File: src/rtl/sim_lowpower_defs.vh
`ifndef SIM_LOWPOWER_DEFS_VH
`define SIM_LOWPOWER_DEFS_VH
`define ADDR_BREAK_STATUS       16'hfe00
`define ADDR_RESET_SOURCE       16'hfe01
`define ADDR_BREAK_FLAG_CONTROL 16'hfe03
`define BIT_BREAK_EXITED        1
`define BIT_RST_POWER_ON        7
`define BIT_RST_PIN             6
`define BIT_RST_WATCHDOG        4
`define BIT_RST_ILLEGAL_OPCODE  3
`define BIT_RST_ILLEGAL_ADDR    2
`define BIT_RST_LOW_VOLTAGE     1
`define BIT_BREAK_CLEAR_ENABLE  7
`define RESET_BYTE              8'h00
`define POR_RESET_BYTE          8'h80
`define SWI_VECTOR_ADDR         16'hfffc
`define RECOVERY_LONG_CYCLES    13'h1000
`define RECOVERY_SHORT_CYCLES   13'h0020
`endif

File: src/rtl/recovery_counter.v
`timescale 1ns/1ns
`include "sim_lowpower_defs.vh"
module recovery_counter (
  input  wire       clock,
  input  wire       rstn,
  input  wire       hold,
  input  wire       xclk_tick,
  input  wire       short_sel,
  output reg        done
);
  reg  [12:0] count_reg;
  wire [12:0] target;
  assign target = short_sel ? `RECOVERY_SHORT_CYCLES : `RECOVERY_LONG_CYCLES;
  always @(posedge clock) begin
    if (!rstn || hold) begin
      count_reg <= 13'h0000;
      done      <= 1'b0;
    end else if (xclk_tick && !done) begin
      count_reg <= count_reg + 13'h0001;
      done      <= (count_reg + 13'h0001) == target;
    end
  end
endmodule

File: src/rtl/flag_guard.v
`timescale 1ns/1ns
module flag_guard (
  input  wire       clock,
  input  wire       rstn,
  input  wire       in_break,
  input  wire       clear_enable,
  output reg        clear_allow
);
  // registered so peripherals see a stable permission across the access
  always @(posedge clock) begin
    if (!rstn) begin
      clear_allow <= 1'b1;
    end else begin
      clear_allow <= !in_break || clear_enable;
    end
  end
endmodule

File: src/rtl/sim_break_lowpower.v
// Operation
// - break forces fetch to software vector
// - break without enable blocks flag clearing
// - flags cleared in break stay cleared
// - two-step clears protected until break ends
// - stop or wait clears interrupt mask
// - wait gates cpu clock, peripherals run
// - wait interrupt wakes, stacking next cycle
// - reset or break exits wait; flag set
// - watchdog runs in wait unless disabled
// - stop resets counter, disables all clocks
// - stop exit stacks after recovery time (break exit gives no stack_start)
// - recovery 4096 or 32 crystal cycles
// - counter held until recovery starts
// - three registers at fixed addresses
// - stop/wait break flag cleared by zero
// - reset sources flags, cleared by read
// - power-on sets own flag, clears others
// - illegal address only for opcode fetch
// - break clear enable read/write bit
`timescale 1ns/1ns
`include "sim_lowpower_defs.vh"
module sim_break_lowpower (
  input  wire        clock,
  input  wire        rstn,
  input  wire [15:0] addr,
  input  wire [7:0]  wdata,
  input  wire        wr,
  input  wire        rd,
  output reg  [7:0]  rdata,
  input  wire        break_request,
  input  wire        break_done,
  input  wire        stop_exec,
  input  wire        wait_exec,
  input  wire        irq_pending,
  input  wire        xclk_tick,
  input  wire        short_recovery_option,
  input  wire        watchdog_disable_option,
  input  wire        rst_power_on,
  input  wire        rst_pin,
  input  wire        rst_watchdog,
  input  wire        rst_illegal_opcode,
  input  wire        rst_illegal_addr,
  input  wire        illegal_addr_is_fetch,
  input  wire        rst_low_voltage,
  output reg         force_swi_vector,
  output reg  [15:0] vector_addr,
  output reg         in_break,
  output reg         clear_imask,
  output reg         cpu_clock_en,
  output reg         periph_clock_en,
  output reg         base_clock_output_en,
  output reg         crystal_clock_en,
  output reg         watchdog_run,
  output reg         stack_start,
  output reg         flag_clear_allow
);
  localparam RUN      = 2'd0;
  localparam WAITING  = 2'd1;
  localparam STOPPED  = 2'd2;
  localparam RECOVER  = 2'd3;

  reg [1:0] state_reg;
  reg [1:0] state_next;
  reg       exited_lowpower_reg;
  reg [7:0] reset_source_reg;
  reg       break_clear_enable_reg;
  reg       exit_by_break_reg;
  reg       exit_by_break_next;
  reg       por_seen_reg;
  wire      rec_done;
  wire      clear_allow_w;

  recovery_counter u_recovery (
    .clock     (clock),
    .rstn      (rstn),
    .hold      (state_reg != RECOVER),
    .xclk_tick (xclk_tick),
    .short_sel (short_recovery_option),
    .done      (rec_done)
  );

  flag_guard u_guard (
    .clock        (clock),
    .rstn         (rstn),
    .in_break     (in_break),
    .clear_enable (break_clear_enable_reg),
    .clear_allow  (clear_allow_w)
  );

  always @* begin
    state_next         = state_reg;
    exit_by_break_next = exit_by_break_reg;
    case (state_reg)
      RUN: begin
        exit_by_break_next = 1'b0;
        if (stop_exec) begin
          state_next = STOPPED;
        end else if (wait_exec) begin
          state_next = WAITING;
        end
      end
      WAITING: begin
        if (irq_pending || break_request) begin
          state_next         = RUN;
          exit_by_break_next = break_request;
        end
      end
      STOPPED: begin
        if (irq_pending || break_request) begin
          state_next         = RECOVER;
          exit_by_break_next = break_request;
        end
      end
      RECOVER: begin
        if (rec_done) begin
          state_next = RUN;
        end
      end
      default: state_next = RUN;
    endcase
  end

  always @(posedge clock) begin
    if (!rstn) begin
      state_reg         <= RUN;
      exit_by_break_reg <= 1'b0;
    end else begin
      state_reg         <= state_next;
      exit_by_break_reg <= exit_by_break_next;
    end
  end

  // clock gating and wake strobes, all registered
  always @(posedge clock) begin
    if (!rstn) begin
      cpu_clock_en         <= 1'b1;
      periph_clock_en      <= 1'b1;
      base_clock_output_en <= 1'b1;
      crystal_clock_en     <= 1'b1;
      watchdog_run         <= 1'b0;
      clear_imask          <= 1'b0;
      stack_start          <= 1'b0;
    end else begin
      cpu_clock_en         <= (state_next == RUN);
      periph_clock_en      <= (state_next == RUN) || (state_next == WAITING);
      // crystal restarts for recovery so the counter can time it
      base_clock_output_en <= (state_next == RUN) || (state_next == WAITING);
      crystal_clock_en     <= (state_next != STOPPED);
      watchdog_run         <= !watchdog_disable_option &&
                              ((state_next == RUN) || (state_next == WAITING));
      clear_imask          <= (state_reg == RUN) && (stop_exec || wait_exec);
      stack_start          <= ((state_reg == WAITING) && irq_pending && !break_request) ||
                              ((state_reg == RECOVER) && rec_done && !exit_by_break_reg);
    end
  end

  // break entry and vector forcing
  always @(posedge clock) begin
    if (!rstn) begin
      in_break         <= 1'b0;
      force_swi_vector <= 1'b0;
      vector_addr      <= 16'h0000;
    end else begin
      force_swi_vector <= break_request && !in_break;
      vector_addr      <= (break_request && !in_break) ? `SWI_VECTOR_ADDR : vector_addr;
      if (break_request && !in_break) begin
        in_break <= 1'b1;
      end else if (break_done) begin
        in_break <= 1'b0;
      end
    end
  end

  always @(posedge clock) begin
    if (!rstn) begin
      flag_clear_allow <= 1'b1;
    end else begin
      flag_clear_allow <= clear_allow_w;
    end
  end

  // break stop/wait flag: set wins over a software clear
  always @(posedge clock) begin
    if (!rstn) begin
      exited_lowpower_reg <= 1'b0;
    end else if (((state_reg == WAITING) || (state_reg == STOPPED)) && break_request) begin
      exited_lowpower_reg <= 1'b1;
    end else if (wr && addr == `ADDR_BREAK_STATUS && !wdata[`BIT_BREAK_EXITED]) begin
      exited_lowpower_reg <= 1'b0;
    end
  end

  always @(posedge clock) begin
    if (!rstn) begin
      break_clear_enable_reg <= 1'b0;
    end else if (wr && addr == `ADDR_BREAK_FLAG_CONTROL) begin
      break_clear_enable_reg <= wdata[`BIT_BREAK_CLEAR_ENABLE];
    end
  end

  // reset source flags are captured on every clock while reset is held low,
  // because the reset is synchronous and may load them from the cause inputs
  always @(posedge clock) begin
    if (!rstn) begin
      por_seen_reg <= 1'b1;
    end else begin
      por_seen_reg <= 1'b0;
    end
  end

  always @(posedge clock) begin
    if (!rstn) begin
      reset_source_reg <= reset_source_reg;
      if (rst_power_on) begin
        reset_source_reg <= `POR_RESET_BYTE;
      end else begin
        if (rst_pin) begin
          reset_source_reg[`BIT_RST_PIN] <= 1'b1;
        end
        if (rst_watchdog) begin
          reset_source_reg[`BIT_RST_WATCHDOG] <= 1'b1;
        end
        if (rst_illegal_opcode) begin
          reset_source_reg[`BIT_RST_ILLEGAL_OPCODE] <= 1'b1;
        end
        if (rst_illegal_addr && illegal_addr_is_fetch) begin
          reset_source_reg[`BIT_RST_ILLEGAL_ADDR] <= 1'b1;
        end
        if (rst_low_voltage) begin
          reset_source_reg[`BIT_RST_LOW_VOLTAGE] <= 1'b1;
        end
      end
    end else if (rd && addr == `ADDR_RESET_SOURCE) begin
      reset_source_reg <= `RESET_BYTE;
    end
  end

  // read port; unmapped addresses including fe02 read zero
  always @(posedge clock) begin
    if (!rstn) begin
      rdata <= 8'h00;
    end else if (rd) begin
      case (addr)
        `ADDR_BREAK_STATUS:       rdata <= {6'h00, exited_lowpower_reg, 1'b0};
        `ADDR_RESET_SOURCE:       rdata <= {reset_source_reg[7:1], 1'b0};
        `ADDR_BREAK_FLAG_CONTROL: rdata <= {break_clear_enable_reg, 7'h00};
        default:                  rdata <= 8'h00;
      endcase
    end else begin
      rdata <= 8'h00;
    end
  end
endmodule

File: config.mk
export PLATFORM = sky130hd
export DESIGN_NAME = sim_break_lowpower
export DESIGN_NICKNAME = d
export VERILOG_FILES = /design/src/rtl/recovery_counter.v /design/src/rtl/flag_guard.v /design/src/rtl/sim_break_lowpower.v
export VERILOG_INCLUDE_DIRS = /design/src /design/src/rtl
export SDC_FILE = /design/constraint.sdc
export NUM_CORES = 1
export LEC_CHECK = 0
export BUFFER_PORTS_ARGS = -buffer_cell sky130_fd_sc_hd__buf_2
export CAP_MARGIN = 20
export CORE_ASPECT_RATIO = 0.6
export CORE_MARGIN = 1
export CORE_UTILIZATION = 50
export CTS_BUF_LIST = sky130_fd_sc_hd__clkbuf_2
export DETAILED_ROUTE_END_ITERATION = 12
export GPL_TIMING_DRIVEN = 0
export PLACE_DENSITY = 0.8
export SLEW_MARGIN = 10
export SYNTH_ARGS = -nofsm -noshare
export SYNTH_HDL_FRONTEND = slang
export SYNTH_HIERARCHICAL = 1
export SYNTH_SLANG_ARGS = --single-unit
File: constraint.sdc
create_clock -name clock -period 2.36 [get_ports clock]
set_input_delay 0.354 -clock clock [delete_from_list [all_inputs] [get_ports clock]]
set_output_delay 0.354 -clock clock [all_outputs]
set_load 0.1 [all_outputs]
==> reports/results.ini, run 1 <==
[clocking]
numCtsBuffers=5
hold_buffers=0
clkLatencyLatePin_ns=0.39
htreeDepth=2
cts_root_buf=clkbuf_2
clk_pin_slew_ns=0.20
post-cts-setup-buffers=0
max-clock-path-buffers=2
clock-sinks=42
cts-resized-gates=0
cts_tree=built

[worst_setup_path]
worst_path_max_delay_cell=dfxtp_1
rrSetupSlack_ns=0.35
reg2reg_depth=6
start_kind=register
cp_cell_sequence=ha_1, nand3_1, nor3_1, a21oi_1, or4_1, o32ai_2
startpoint=u_recovery/count_reg[0]
cp_num_cells=6
slowest_delay_ns=0.53
cpLargestDelayFamily=simple AND/OR/NAND/NOR gates
path_class=register to register
arrival_ns=2.34
cp_num_buf_inv=0
r2r_start=u_recovery/count_reg[0]
r2r_end=u_recovery/done
crit_required_ns=2.69
end_kind=register
critPathMaxFanout=6
endpoint=u_recovery/done

[power]
seqPwrFrac_pct=46.1
p_sw_uw=739
netSwitchingFraction_pct=42.8
p_int_uw=988
p_comb_share_pct=36.7
power_mw=1.73
vdd_drop_max_uv=883
power_leakage_nw=1.14
powerDensity_nw_per_um2=659
pwr-share-clk_pct=17.2

[placement]
portBuffers=66
numPlacedInstances=362
gp_congestion=0.865
dp_hpwl_um=3510

[timing]
fin_skew_ns=0.0157
hold_viol=0
tns_ns=0
drv_slew=0
setup_violations=0
fmax_mhz=497
slew_headroom_pct=53.7
worst_slew_pin_slew_ns=0.693
rsz0062_at_grt=no
finalHoldWorstSlack_ns=0.102
finalCritPeriodShare_pct=85.3
post-route-min-period_ns=2.01

[finish]
syn_to_final_growth_pct=21.0
mostFrequentLayoutCells=buf_2, dfxtp_1, nor2_1
nets=358
fillCellCount=392
largest_register_ffs=13
drive_above_1_share_pct=33.5
fin_util_pct=63.6
final_cell_count_no_fill=370
final_common_cell=buf_2
diodes=0

[global_route]
grt_usage_pct=20.9
antenna_found_initial=0
grt_pass1_vias=1619
overflow=0
grt_pass1_wl_um=7240
grt_max_degree=16

[synthesis]
avgSynthCellArea_sq_um=9.29
synth_compound_area_share_pct=10.3
synthMuxAreaShare_pct=1.85
synth_flop_cell=dfxtp_1
ys_async_sr_fraction_pct=0
synth-edff-count=6
synthesis.area_sq_um=2160
synth_adder_area_share_pct=3.47
synthSimpleGateAreaFrac_pct=27.0
synthXorXnorAreaFrac_pct=6.47
synth_top_family_by_area=simple AND/OR/NAND/NOR gates
ys_warn_count=6
yosys_register_bits=42
synthCells=233
synth.distinct_cells=49
yosysSeqAreaShare_pct=41.6

[die]
coreArea_sq_um=4120
start_util_pct=52.5
ios=77
rows=18
die_h_um=53.0
die_x_um=86.9
die-area_sq_um=4600

[worst_hold_path]
hold_start=watchdog_disable_option
hp-class=input pin to register

[flow_run]
maxCapViolCount=0

[outcome]
outcome=finished clean

[route]
post_drt_wl_per_cell_um=12.2
drt_wl_total_um=4530
first_pass_iters=4
remaining_drc_errors=0
via_per_inst=4.95
antenna_left=0
num_vias=1833
drtIter0Drc=64

## cell families (layout without fill, tap and decap cells)
logic type      after synthesis  count (layout)
compound gates               30              30
xor+xnor                     16              16
fa+ha+maj                     6               6
buf+inv                      34             108
flops                        42              42
mux                           4               4
other cells                   1               4
simple gates                100             100
## cell type report
| type | count | area (sq um) | area share, % |
|---|---|---|---|
| Multi-Input combinational cell | 160 | 1080 | 41.1 |
| Tap cell | 60 | 75.1 | 2.87 |
| Clock buffer | 6 | 30.0 | 1.15 |
| Inverter | 11 | 41.3 | 1.58 |
| Sequential cell | 42 | 901 | 34.4 |
| Clock inverter | 2 | 8.76 | 0.334 |
| Buffer | 23 | 156 | 5.97 |
| Timing Repair Buffer | 66 | 330 | 12.6 |
## power by group through the flow
| stage | Sequential (mW) | Combinational, mW | Clock [mW] |
|---|---|---|---|
| 6_report | 0.796 | 0.634 | 0.297 |
| 5_1_grt | 0.803 | 0.664 | 0.343 |
| 4_1_cts | 0.796 | 0.634 | 0.308 |
| 3_5_place_dp | 0.810 | 0.632 | 0 |
| 3_3_place_gp | 0.808 | 0.625 | 0 |
| 2_1_floorplan | 0.983 | 0.350 | 0 |
## through the flow
step | setup WS, ns | area [sq um]
2_1_floorplan | 0.234 | 2180
3_5_place_dp | 0.0376 | 2580
3_3_place_gp | 0.0731 | 2580
6_report | 0.346 | 2620
5_1_grt | 0.198 | 2620
4_1_cts | 0.341 | 2620
## metal layers
metal	vias up	track usage [%]	share of wire (%)
li1	942	-	-
met1	832	27.7	51
met3	7	5.62	6.0
met4	0	7.22	0.79
met5	-	0	0
met2	52	33.1	42
## cell usage after synthesis, types with 2 or more instances
master	instances	area (sq um)
nor2b_1	4	25.0
inv_1	10	37.5
edfxtp_1	6	180
and2_1	6	37.5
xor2_1	9	78.8
o21ai_0	4	20.0
clkbuf_1	3	11.3
nand4_1	4	25.0
a31oi_1	2	12.5
o31a_1	4	35.0
dfxtp_1	36	721
o21a_1	2	15.0
nor3_1	10	50.1
or3_1	2	12.5
nor3b_1	2	15.0
xnor2_1	7	61.3
or4_1	3	22.5
nand4_4	2	42.5
nand3b_1	4	30.0
nand3_1	6	30.0
ha_1	6	75.1
nand2_1	17	63.8
nand2b_1	4	25.0
a21oi_1	7	35.0
mux2i_1	4	40.0
nor2_1	25	93.8
buf_4	18	135
a211oi_1	3	22.5
nor4_1	2	12.5
buf_2	2	10.0
## worst min-delay path by stage
stage                                  end  slack, ns  depth (start not counted)
after floorplan           flag_clear_allow       0.39                          1
after global placement    flag_clear_allow       0.40                          1
after detailed placement  flag_clear_allow       0.41                          1
after CTS                     watchdog_run       0.09                          2
after global routing          watchdog_run       0.05                          2
final                         watchdog_run       0.10                          2
No activity file was read; power rests on OpenSTA's default activity.
==> inputs of run 2 (changes only) <==
Settings changed: PLACE_DENSITY 0.8 to 0.9.
==> run 2 against run 1 <==
Clock-buffer cell count decreased by 1. Non-clock buffer count unchanged. Routed wire length increased by 4.8%. First-iteration DRC count increased by 110%. Combinational power increased by 1%. Die area unchanged. Core utilization increased by 1.2 points. Highest routed layer unchanged. Critical endpoint unchanged. Cell count unchanged. Clock power increased by 73%. Sequential power about the same. Fmax decreased by 4.8%.
==> reports/results.ini, run 2 (same netlist as run 1, synthesis figures left out) <==
[outcome]
outcome=finished clean

[route]
antenna_left=0
drt_wl_total_um=4750
drtIter0Drc=133
num_vias=1860
remaining_drc_errors=0
post_drt_wl_per_cell_um=12.8
first_pass_iters=5
via_per_inst=5.03

[placement]
portBuffers=66
pre_cts_ws_ns=0.0367
dp_hpwl_um=3680
gp_congestion=0.873
place_area_sq_um=2580
numPlacedInstances=362

[finish]
largest_register_ffs=13
mostFrequentLayoutCells=buf_2, dfxtp_1, nor2_1
nets=358
fillCellCount=328
final_common_cell=buf_2
final_cell_count_no_fill=370
fin_area_sq_um=2670
drive_above_1_share_pct=33.5
fin_util_pct=64.8
syn_to_final_growth_pct=23.4
diodes=0

[clocking]
numCtsBuffers=5
max-clock-path-buffers=2
cts-resized-gates=0
clkLatencyLatePin_ns=0.41
hold_buffers=0
clock-sinks=42
cts_tree=built
clk_pin_slew_ns=0.21
htreeDepth=2
post-cts-setup-buffers=0
cts_root_buf=clkbuf_2

[worst_setup_path]
worst_path_max_delay_cell=dfxtp_1
critPathMaxFanout=6
cp_num_cells=6
cpLargestDelayFamily=flip-flops
r2r_start=u_recovery/count_reg[0]
rrSetupSlack_ns=0.25
end_kind=register
slowest_delay_ns=0.54
cp_cell_sequence=ha_1, nand3_1, nor4_2, xor2_1, mux2i_1, o32ai_2
start_kind=register
r2r_end=u_recovery/done
arrival_ns=2.41
reg2reg_depth=6
path_class=register to register
cp_num_buf_inv=0
crit_required_ns=2.65

[die]
die-area_sq_um=4600
die_x_um=86.9
rows=18
ios=77
die_h_um=53.0
coreArea_sq_um=4120
start_util_pct=52.5

[power]
vdd_drop_max_uv=614
power_leakage_nw=1.16
p_int_mw=1.20
seqPwrFrac_pct=40.8
powerDensity_nw_per_um2=732
pwr-share-clk_pct=26.3
p_comb_share_pct=32.8
p_sw_uw=757
power_mw=1.95
netSwitchingFraction_pct=38.7

[global_route]
grt_pass1_vias=1661
grt_pass1_wl_um=7470
antenna_found_initial=0
grtUsageMet2_pct=33.7
grt_usage_pct=21.7
met3_usage_pct=6.40
busiest_layer=met2
grt_max_degree=16
overflow=0
met1_usage_pct=28.7

[worst_hold_path]
worstHoldEndpoint=in_break
hold_depth=2
hp-class=input pin to register
hold_start=break_done

[timing]
finalHoldWorstSlack_ns=0.0904
post-route-min-period_ns=2.11
drv_slew=0
finalCritPeriodShare_pct=89.6
worst_slew_pin_slew_ns=0.754
setup_ws_ns=0.245
setup_violations=0
tns_ns=0
fmax_mhz=473
fin_skew_ns=0.0197
rsz0062_at_grt=no
hold_viol=0
slew_headroom_pct=49.6

[flow_run]
maxCapViolCount=0

-- run 2: changes by cell type in the layout (fill, tap and decap cells not counted), sizes merged --
cell / previous run / this run
bufinv: 0 / 2
clkbuf: 9 / 8
clkinv: 3 / 2
-- run 2: power by group through the flow --
stage | logic, mW | clock network (mW) | registers, mW
2_1_floorplan | 0.350 | 0 | 0.983
3_3_place_gp | 0.626 | 0 | 0.809
3_5_place_dp | 0.638 | 0 | 0.812
4_1_cts | 0.642 | 0.524 | 0.798
5_1_grt | 0.671 | 0.552 | 0.804
6_report | 0.642 | 0.514 | 0.798
-- run 2: routing by layer --
layer / routed length [um] / up-vias
li1: - / 943
met1: 2190 / 836
met2: 2120 / 71
met3: 374 / 10
met4: 68 / 0
met5: 0 / -
-- run 2: final cells by class --
cell class / instances / area (sq um) / share of cell area (%)
clock buffer: 5 / 25.0 / 0.937
multi-input combinational: 160 / 1080 / 40.3
inverter: 11 / 41.3 / 1.55
buffer: 23 / 156 / 5.86
tap: 60 / 75.1 / 2.81
clock inverter: 3 / 63.8 / 2.39
sequential: 42 / 901 / 33.7
timing repair buffer: 66 / 330 / 12.4
-- run 2: worst max path at each step --
| stage | startpoint | end | slack, ns |
|---|---|---|---|
| detailed placement | addr[3] | reset_source_reg[2] | 0.04 |
| global route | state_reg[0] | crystal_clock_en | 0.08 |
| CTS | state_reg[0] | crystal_clock_en | 0.23 |
| finish | u_recovery/count_reg[0] | u_recovery/done | 0.25 |
| floorplan | addr[3] | reset_source_reg[2] | 0.23 |
| global placement | addr[3] | reset_source_reg[2] | 0.08 |
